[src/rtl/fskd_consts.svh]
`ifndef FSKD_CONSTS_SVH
`define FSKD_CONSTS_SVH

// ----------------------------------------
// Register addresses (7-bit)
// ----------------------------------------
`define FSKD_A_FRONT     7'h00
`define FSKD_A_FILT      7'h01
`define FSKD_A_CLKSEL    7'h06
`define FSKD_A_CLKDIV    7'h07
`define FSKD_CFG_RST     8'h00
`define FSKD_RD_ZERO     8'h00

// ----------------------------------------
// Field positions
// ----------------------------------------
`define FSKD_FE_LNA      7
`define FSKD_FE_PA_HI    6
`define FSKD_FE_PA_LO    4
`define FSKD_FE_SYNC     3
`define FSKD_FE_MODE_HI  2
`define FSKD_FE_MODE_LO  1
`define FSKD_FM_LOCK     2
`define FSKD_CS_RATE_HI  0
`define FSKD_CS_BSYN_HI  3
`define FSKD_CS_BSYN_LO  1
`define FSKD_CD_RATE_HI  7
`define FSKD_CD_RATE_LO  6
`define FSKD_CD_K_HI     5
`define FSKD_CD_K_LO     0

// ----------------------------------------
// Divider limits
// ----------------------------------------
`define FSKD_RATE_MAX    3'h6
`define FSKD_K_ZERO      6'h00
`define FSKD_CNT_ZERO    12'h000
`define FSKD_CNT_ONE     12'h001
`define FSKD_SH_TOP      3'h6

`endif

[src/rtl/fskd_pkg.sv]
package fskd_pkg;

    typedef enum logic [1:0] {
        FSKD_OP_DOWN,
        FSKD_OP_STBY,
        FSKD_OP_RX,
        FSKD_OP_TX
    } fskd_op_t;

    typedef struct packed {
        logic [2:0] sh;
        logic       val;
    } fskd_sync_st_t;

    typedef struct packed {
        logic [11:0] cnt;
        logic        clk;
        logic        rise;
    } fskd_div_st_t;

    typedef struct packed {
        logic [7:0] fe_cfg;
        logic [7:0] fm_cfg;
        logic [7:0] cs_cfg;
        logic [7:0] cd_cfg;
        logic [7:0] rdata;
        logic       lock_pin;
        logic       lock_oe_n;
        logic       bclk;
        logic       sdat_out;
        logic       sdat_oe_n;
        logic       mod_data;
        logic       xco_run;
        logic       rx_on;
        logic       tx_on;
        logic [2:0] pa_level;
        logic       lna_byp;
        logic       demod_prev;
    } fskd_st_t;

endpackage

[src/rtl/fskd_data_port.sv]
`timescale 1ns/1ps
`include "fskd_consts.svh"

// Summary of operation
// RULE1 - Lock pin driven only with detector enabled
// RULE2 - Lock pin high while PLL locked
// RULE3 - State 00 down, 01 standby, 10 receive
// RULE4 - State 11 transmit; PA level separate
// RULE5 - Async receive passes demodulated data straight
// RULE6 - Async transmit: clock off, data transparent
// RULE7 - Sync receive outputs recovered bit clock
// RULE8 - Sync transmit outputs programmed rate clock
// RULE9 - Sync transmit samples data on rising clock
// RULE10 - Host changes transmit data on falling edge
// RULE11 - Rate clock = ref / (K * 2^(7-S))
// RULE12 - Divider K six bits, 1 to 63
// RULE13 - Rate select 0 to 6, split field
// RULE14 - Host sets rate clock to bit rate
// RULE15 - Device is data clock master when synchronous
// RULE16 - Receive data changes on rise, host samples fall
// RULE17 - Host keeps data pin floating until sending
// RULE18 - Transmit data goes straight to modulator

module fskd_data_port
    import fskd_pkg::*;
(
    // Clock and reset
    input  wire logic       sys_clk,
    input  wire logic       rst,
    // Register port
    input  wire logic [6:0] reg_addr,
    input  wire logic       reg_we,
    input  wire logic       reg_re,
    input  wire logic [7:0] reg_wdata,
    output logic [7:0]      reg_rdata,
    // Analog side
    input  wire logic       pll_lock_raw,
    input  wire logic       demod_data,
    output logic            mod_data,
    output logic            xco_run,
    output logic            rx_enable,
    output logic            tx_enable,
    output logic [2:0]      tx_power_level,
    output logic            low_noise_amp_bypass,
    // Lock pin
    output logic            pll_locked_pin,
    output logic            pll_locked_oe_n,
    // Data clock pin
    output logic            bit_clock_pin,
    // Data pin, two-way
    input  wire logic       serial_bit_in,
    output logic            serial_bit_out,
    output logic            serial_bit_oe_n
);

    fskd_st_t    st_r;
    fskd_st_t    st_nxt;
    fskd_op_t    op_c;
    logic        sync_en_c;
    logic        lock_en_c;
    logic        tx_sync_c;
    logic        rx_sync_c;
    logic [2:0]  rate_sel_c;
    logic [2:0]  bsyn_sel_c;
    logic [5:0]  ref_div_c;
    logic        lock_s;
    logic        demod_s;
    logic        sdat_s;
    logic        tx_clk;
    logic        tx_rise;
    logic        rx_clk;
    logic        rx_rise;
    logic        demod_edge_c;

    // ----------------------------------------
    // Pin input synchronisers
    // ----------------------------------------
    fskd_sync3 u_sync_lock (
        .sys_clk (sys_clk),
        .rst     (rst),
        .din     (pll_lock_raw),
        .dout    (lock_s)
    );

    fskd_sync3 u_sync_demod (
        .sys_clk (sys_clk),
        .rst     (rst),
        .din     (demod_data),
        .dout    (demod_s)
    );

    fskd_sync3 u_sync_sdat (
        .sys_clk (sys_clk),
        .rst     (rst),
        .din     (serial_bit_in),
        .dout    (sdat_s)
    );

    // ----------------------------------------
    // Field decode
    // ----------------------------------------
    always_comb begin
        op_c       = fskd_op_t'(st_r.fe_cfg[`FSKD_FE_MODE_HI:`FSKD_FE_MODE_LO]); // RULE3
        sync_en_c  = st_r.fe_cfg[`FSKD_FE_SYNC];
        lock_en_c  = st_r.fm_cfg[`FSKD_FM_LOCK];
        rate_sel_c = {st_r.cs_cfg[`FSKD_CS_RATE_HI],
                      st_r.cd_cfg[`FSKD_CD_RATE_HI:`FSKD_CD_RATE_LO]}; // RULE13
        bsyn_sel_c = st_r.cs_cfg[`FSKD_CS_BSYN_HI:`FSKD_CS_BSYN_LO];
        ref_div_c  = st_r.cd_cfg[`FSKD_CD_K_HI:`FSKD_CD_K_LO]; // RULE12
        tx_sync_c  = (op_c == FSKD_OP_TX) && sync_en_c;
        rx_sync_c  = (op_c == FSKD_OP_RX) && sync_en_c;
        // Re-phase the recovered clock on each data transition
        demod_edge_c = demod_s != st_r.demod_prev;
    end

    // ----------------------------------------
    // Bit clock generators
    // ----------------------------------------
    // Transmit rate clock from rate select
    fskd_rate_div u_tx_div (
        .sys_clk  (sys_clk),
        .rst      (rst),
        .ref_div  (ref_div_c),
        .rate_sel (rate_sel_c),
        .run      (tx_sync_c),
        .restart  (1'b0),
        .clk_o    (tx_clk),
        .rise_o   (tx_rise)
    );

    // Simple synchroniser: rising edge lands mid-bit after a transition
    fskd_rate_div u_rx_div (
        .sys_clk  (sys_clk),
        .rst      (rst),
        .ref_div  (ref_div_c),
        .rate_sel (bsyn_sel_c),
        .run      (rx_sync_c),
        .restart  (demod_edge_c),
        .clk_o    (rx_clk),
        .rise_o   (rx_rise)
    );

    // ----------------------------------------
    // Next state
    // ----------------------------------------
    always_comb begin
        st_nxt            = st_r;
        st_nxt.demod_prev = demod_s;

        // Register writes; power down keeps all contents
        if (reg_we) begin
            case (reg_addr)
                `FSKD_A_FRONT: st_nxt.fe_cfg = reg_wdata;
                `FSKD_A_FILT:   st_nxt.fm_cfg = reg_wdata;
                `FSKD_A_CLKSEL: st_nxt.cs_cfg = reg_wdata;
                `FSKD_A_CLKDIV: st_nxt.cd_cfg = reg_wdata;
                default:        st_nxt.fe_cfg = st_r.fe_cfg;
            endcase
        end
        if (reg_re) begin
            case (reg_addr)
                `FSKD_A_FRONT: st_nxt.rdata = st_r.fe_cfg;
                `FSKD_A_FILT:   st_nxt.rdata = st_r.fm_cfg;
                `FSKD_A_CLKSEL: st_nxt.rdata = st_r.cs_cfg;
                `FSKD_A_CLKDIV: st_nxt.rdata = st_r.cd_cfg;
                default:        st_nxt.rdata = `FSKD_RD_ZERO;
            endcase
        end

        // Lock indication
        st_nxt.lock_oe_n = !lock_en_c; // RULE1
        st_nxt.lock_pin  = lock_en_c && lock_s; // RULE1 RULE2

        // Operating state
        st_nxt.pa_level = st_r.fe_cfg[`FSKD_FE_PA_HI:`FSKD_FE_PA_LO]; // RULE4
        st_nxt.lna_byp  = st_r.fe_cfg[`FSKD_FE_LNA];
        case (op_c)
            FSKD_OP_DOWN: begin
                st_nxt.xco_run = 1'b0; // RULE3
                st_nxt.rx_on   = 1'b0;
                st_nxt.tx_on   = 1'b0;
            end
            FSKD_OP_STBY: begin
                st_nxt.xco_run = 1'b1; // RULE3
                st_nxt.rx_on   = 1'b0;
                st_nxt.tx_on   = 1'b0;
            end
            FSKD_OP_RX: begin
                st_nxt.xco_run = 1'b1; // RULE3
                st_nxt.rx_on   = 1'b1;
                st_nxt.tx_on   = 1'b0;
            end
            FSKD_OP_TX: begin
                st_nxt.xco_run = 1'b1; // RULE4
                st_nxt.rx_on   = 1'b0;
                st_nxt.tx_on   = 1'b1;
            end
            default: begin
                st_nxt.xco_run = 1'b0;
                st_nxt.rx_on   = 1'b0;
                st_nxt.tx_on   = 1'b0;
            end
        endcase

        // Data interface; device is clock master when synchronous
        st_nxt.bclk      = 1'b0; // RULE6
        st_nxt.sdat_oe_n = 1'b1; // RULE17
        if (op_c == FSKD_OP_RX) begin
            st_nxt.sdat_oe_n = 1'b0;
            if (sync_en_c) begin
                st_nxt.bclk = rx_clk; // RULE7 RULE15
                if (rx_rise) begin
                    st_nxt.sdat_out = demod_s; // RULE16
                end
            end else begin
                st_nxt.sdat_out = demod_s; // RULE5
            end
        end else if (op_c == FSKD_OP_TX) begin
            if (sync_en_c) begin
                st_nxt.bclk = tx_clk; // RULE8 RULE15
                // Host moves data on the falling edge, so rise is safe
                if (tx_rise) begin
                    st_nxt.mod_data = sdat_s; // RULE9 RULE10
                end
            end else begin
                // No encoding; the host owns the data rate here
                st_nxt.mod_data = sdat_s; // RULE6 RULE18
            end
        end
    end

    always_ff @(posedge sys_clk) begin
        if (rst) begin
            st_r           <= '0;
            // Pins released in reset; lock pin only with detector on
            st_r.lock_oe_n <= 1'b1; // RULE1
            st_r.sdat_oe_n <= 1'b1; // RULE17
        end else begin
            st_r <= st_nxt;
        end
    end

    // ----------------------------------------
    // Outputs
    // ----------------------------------------
    assign reg_rdata            = st_r.rdata;
    assign mod_data             = st_r.mod_data;
    assign xco_run              = st_r.xco_run;
    assign rx_enable            = st_r.rx_on;
    assign tx_enable            = st_r.tx_on;
    assign tx_power_level       = st_r.pa_level;
    assign low_noise_amp_bypass = st_r.lna_byp;
    assign pll_locked_pin       = st_r.lock_pin;
    assign pll_locked_oe_n      = st_r.lock_oe_n;
    assign bit_clock_pin        = st_r.bclk;
    assign serial_bit_out       = st_r.sdat_out;
    assign serial_bit_oe_n      = st_r.sdat_oe_n;
endmodule // fskd_data_port

[src/rtl/fskd_rate_div.sv]
`timescale 1ns/1ps
`include "fskd_consts.svh"

module fskd_rate_div
    import fskd_pkg::*;
(
    // Clock and reset
    input  wire logic       sys_clk,
    input  wire logic       rst,
    // Divider setting
    input  wire logic [5:0] ref_div,
    input  wire logic [2:0] rate_sel,
    input  wire logic       run,
    input  wire logic       restart,
    // Divided clock
    output logic            clk_o,
    output logic            rise_o
);

    fskd_div_st_t st_r;
    fskd_div_st_t st_nxt;
    logic [2:0]   sel_c;
    logic [11:0]  half_c;
    logic         go_c;

    // ----------------------------------------
    // Half period = K * 2^(6-S); codes above six act as six
    // ----------------------------------------
    always_comb begin
        sel_c  = (rate_sel > `FSKD_RATE_MAX) ? `FSKD_RATE_MAX : rate_sel; // RULE13
        half_c = {6'h00, ref_div} << (`FSKD_RATE_MAX - sel_c); // RULE11
        // Zero divider is illegal; hold the clock rather than spin
        go_c   = run && (ref_div != `FSKD_K_ZERO); // RULE12
    end

    always_comb begin
        st_nxt      = st_r;
        st_nxt.rise = 1'b0;
        if (!go_c || restart) begin
            st_nxt.cnt = `FSKD_CNT_ZERO;
            st_nxt.clk = 1'b0;
        end else if (st_r.cnt + `FSKD_CNT_ONE >= half_c) begin // RULE11
            st_nxt.cnt  = `FSKD_CNT_ZERO;
            st_nxt.clk  = !st_r.clk;
            st_nxt.rise = !st_r.clk;
        end else begin
            st_nxt.cnt = st_r.cnt + `FSKD_CNT_ONE;
        end
    end

    always_ff @(posedge sys_clk) begin
        if (rst) begin
            st_r <= '0;
        end else begin
            st_r <= st_nxt;
        end
    end

    assign clk_o  = st_r.clk;
    assign rise_o = st_r.rise;
endmodule // fskd_rate_div

[src/rtl/fskd_sync3.sv]
`timescale 1ns/1ps
`include "fskd_consts.svh"

module fskd_sync3
    import fskd_pkg::*;
(
    // Clock and reset
    input  wire logic sys_clk,
    input  wire logic rst,
    // Async level in, settled level out
    input  wire logic din,
    output logic      dout
);

    fskd_sync_st_t st_r;
    fskd_sync_st_t st_nxt;

    // ----------------------------------------
    // Three stages; a change counts once stages two and three agree
    // ----------------------------------------
    always_comb begin
        st_nxt    = st_r;
        st_nxt.sh = {st_r.sh[1:0], din};
        if (st_r.sh[1] == st_r.sh[2]) begin
            st_nxt.val = st_r.sh[2];
        end
    end

    always_ff @(posedge sys_clk) begin
        if (rst) begin
            st_r <= '0;
        end else begin
            st_r <= st_nxt;
        end
    end

    assign dout = st_r.val;

endmodule // fskd_sync3
[config.mk]
export PLATFORM = sky130hd
export DESIGN_NAME = fskd_data_port
export DESIGN_NICKNAME = d
export VERILOG_FILES = /design/src/rtl/fskd_pkg.sv /design/src/rtl/fskd_data_port.sv /design/src/rtl/fskd_rate_div.sv /design/src/rtl/fskd_sync3.sv
export VERILOG_INCLUDE_DIRS = /design/src /design/src/rtl
export SDC_FILE = /design/constraint.sdc
export NUM_CORES = 1
export LEC_CHECK = 0
export ABC_AREA = 1
export BUFFER_PORTS_ARGS = -buffer_cell sky130_fd_sc_hd__buf_4
export CAP_MARGIN = 5
export CORE_UTILIZATION = 30
export DETAILED_ROUTE_END_ITERATION = 8
export PLACE_DENSITY_LB_ADDON = 0.12
export SYNTH_ARGS = -nofsm -noshare
export SYNTH_HDL_FRONTEND = slang
export SYNTH_SLANG_ARGS = --single-unit
[constraint.sdc]
create_clock -name sys_clk -period 3.25 [get_ports sys_clk]
set_clock_uncertainty 0.05 [all_clocks]
set_input_delay 0.4875 -clock sys_clk [delete_from_list [all_inputs] [get_ports sys_clk]]
set_output_delay 0.4875 -clock sys_clk [all_outputs]
set_load 0.01 [all_outputs]
==> impl_metrics.ini <==
[worst_setup_path]
worstReg2RegStart = u_rx_div.st_r[2]$_SDFF_PP0_
path_class = flip-flop to flip-flop
rrSetupSlack_ns = 0.45
worstRegToRegCells = 15
crit_family = simple AND/OR/NAND/NOR gates
required_ns = 3.48
critPathLaunchType = flip-flop
critPathMostFrequentCell = nor2_1
r2r_end = u_rx_div.st_r[3]$_SDFF_PP0_
cp_slowest_stage_delay_ns = 0.40
cp_max_fo = 12
crit_path_cell_trace = ha_1 > nand2_1 > nor2_1 > nand3_1 > nor2_1 > xor2_1 > inv_1 > ha_1 > nand2_1 > inv_1 > nor2_1 > o21ai_0 > a21oi_1 > nand3_2 > nor2_2
end_kind = flip-flop
critPathSlowestCell = dfxtp_1
cp_num_buf_inv = 2
crit_arrival_ns = 3.03

[grt]
grt_pass1_vias = 4058
antenna_found_initial = 0
grt.total_usage = 0.1400
grt_pass1_wl_microns = 19690
grt_max_degree = 37
globalRouteOverflowTotal = 0

[yosys]
synth_top_family_by_area = simple AND/OR/NAND/NOR gates
ys_seq_elements = 94
synthSimpleGateAreaFrac = 0.2716
synth_edf_count = 0
syn_inst = 685
yosys.area_share.adder = 0.06420
ys_warn_count = 0
avgSynthCellArea_sq_um = 7.398
synth_mux_area_frac = 0
synth-xor-area-share = 0.02420
syn_area_sq_mm = 0.005067
syn_nets = 733
synth_compound_area_frac = 0.1457
yosysSeqAreaShare = 0.3714
synthFlopType = dfxtp_1
async_reset_ff_frac = 0
synth_cell_types = 35

[sta]
hold_violations = 0
min_period_ns = 2.799
fmax_mhz = 357.3
rsz0062_at_grt = no
slew_viol_final = 0
tightestPinTransition_ns = 0.7354
post-route-period-util = 0.8612
setup-tns-final_ns = 0
setup_viol = 0
slew_headroom = 0.5092

[hold_path]
min_path_cells = 3
hold_path_class = primary input to flip-flop
hold_start = pll_lock_raw
whs_endpoint = u_sync_lock.st_nxt[2]$_SDFF_PP0_

[cts]
htree_num_levels = 3
cts-resized-gates = 0
clk_latency_ns = 0.35
cts_tree = done
cts_buffer_depth = 2
post_cts_buffers = 0
numCtsBuffers = 9
root_buffer = clkbuf_16
ctsHoldBuffers = 0
clock-sinks = 94
clk_pin_slew_ns = 0.07

[final_layout]
fillers = 1760
multi_input_area_sq_mm = 0.002562
layout.nets = 759
ff_latch_area_sq_mm = 0.001882
diodes = 0
fin_util = 0.3473
area_growth_pct = 13.26
layout-drive-gt1-share = 0.1690

[job]
maxCapViolCount = 0

[floorplan]
io_pins = 43
die_w_microns = 132.0
die_h_microns = 132.0
fp-row-count = 47
die-area_sq_mm = 0.01741
initial_utilization = 0.3067
core_sq_mm = 0.01652

[drt]
drc = 0
vias = 4170
postRouteAntennaNets = 0
drt-initial-drc-count = 128
viasPerCell = 4.455
routed_wirelength_microns = 11310
post_drt_wl_per_cell_microns = 12.08
firstDrtPassIters = 4

[power]
peakVddDrop_uv = 261.4
p_leak_nw = 2.474
pwr_density_cell_mw_per_mm2 = 410.6

[placement]
io_buffers = 42
hpwlAfterDp_microns = 8480
gp_congestion = 0.7807

[status]
status = finished clean
-- per-layer routing --
metal	vias up	wire, microns	part of all wire	global-route usage
li1	2250	-	-	-
met3	12	218	0.019	0.01807
met1	1860	5605	0.50	0.1811
met5	-	0	0	0
met2	48	5291	0.47	0.2319
met4	0	190	0.017	0.06395
-- registers in the layout, indices dropped and copies added (netlist names), 2 cells and up --
signal               count
u_sync_sdat.st_nxt       2
op_c                     2
tx_power_level           3
bsyn_sel_c               3
reg_rdata                8
u_tx_div.st_r           12
ref_div_c                6
u_rx_div.st_r           12
rate_sel_c               3
u_sync_lock.st_nxt       2
st_r                    14
st_nxt                   4
u_sync_demod.st_nxt      2
-- cell type report --
class	instances	share of cell area
well taps	220	0.04796
repair buffers	44	0.05755
multi-input cells	460	0.4465
clock inverters	5	0.01112
inverters	102	0.06671
clock buffers	11	0.04229
flip-flops and latches	94	0.3279
-- how the worst max path moves through the flow --
stage / cells after the start / end / slack (ns) / from
2_1_floorplan: 14 / u_rx_div.st_r[5]$_SDFF_PP0_ / 0.91 / u_rx_div.st_r[2]$_SDFF_PP0_
3_3_place_gp: 15 / u_rx_div.st_r[13]$_SDFF_PP0_ / 0.53 / u_rx_div.st_r[2]$_SDFF_PP0_
3_5_place_dp: 15 / u_rx_div.st_r[4]$_SDFF_PP0_ / 0.46 / u_rx_div.st_r[2]$_SDFF_PP0_
4_1_cts: 15 / u_rx_div.st_r[11]$_SDFF_PP0_ / 0.43 / u_rx_div.st_r[2]$_SDFF_PP0_
5_1_grt: 15 / u_rx_div.st_r[13]$_SDFF_PP0_ / 0.15 / u_rx_div.st_r[2]$_SDFF_PP0_
6_report: 15 / u_rx_div.st_r[3]$_SDFF_PP0_ / 0.45 / u_rx_div.st_r[2]$_SDFF_PP0_
-- worst reg2reg max path: cells and delay by family, from the launching register on --
family | cells | cell delay, ns
simple gates | 8 | 1.26
flops | 1 | 0.40
fa+ha+maj | 2 | 0.38
compound gates | 2 | 0.30
xor+xnor | 1 | 0.23
buf+inv | 2 | 0.11
-- power breakdown --
| part | internal (W) | total (W) | switching [W] |
|---|---|---|---|
| clock | 0.000625 | 0.00110 | 0.000477 |
| combinational | 0.0000321 | 0.0000944 | 0.0000623 |
| sequential | 0.00116 | 0.00116 | 0.00000311 |
-- cells in the final DEF, fill, tap and decap left out, types with 3 or more instances in the layout --
cell type  count
nand2_4        3
buf_4         44
inv_2          9
a21oi_1       59
nand3_1       44
nor3_1         3
nor2_2        25
nor2_1        45
nand4_1        9
o21ai_0       48
nand3_2        3
nand2_1      123
dfxtp_1       94
xor2_1        10
xnor2_1        4
nor2_4         5
nand3_4        3
nand2_2        9
inv_1         93
o21ai_1       25
ha_1          26
clkbuf_16      9
-- synth_stat cells (4+ instances only) --
cell type  number  area [sq um]
nand2_1       123         461.7
dfxtp_1        94          1882
inv_1          93         349.1
a21oi_1        59         295.3
o21ai_0        48         240.2
nor2_1         45         168.9
nand3_1        44         220.2
ha_1           26         325.3
nor2_2         25         156.4
o21ai_1        25         125.1
buf_4          12         90.09
xor2_1         10         87.58
inv_2           9         33.78
nand2_2         9         56.30
nand4_1         9         56.30
buf_6           7         78.83
clkbuf_1        6         22.52
nor2_4          5         56.30
xnor2_1         4         35.03
-- kinds of logic after synthesis --
kind of cell,after synthesis
flops,94
simple gates,278
buf+inv,131
xor+xnor,14
fa+ha+maj,26
compound gates,142
-- through the flow --
stage / instance area, sq um / std cells / hold WS, ns / power [W] / worst slack, ns
after floorplan: 5067 / 685 / 0.3383 / 0.001245 / 0.9096
after global placement: 5433 / 920 / 0.3456 / 0.001282 / 0.5269
after detailed placement: 5433 / 920 / 0.3461 / 0.001283 / 0.4567
after CTS: 5739 / 936 / 0.2762 / 0.002407 / 0.4275
after global routing: 5739 / 936 / 0.2803 / 0.002456 / 0.1482
final: 5739 / 936 / 0.2862 / 0.002357 / 0.4510
Note: power is estimated with default switching activity, not from simulation.
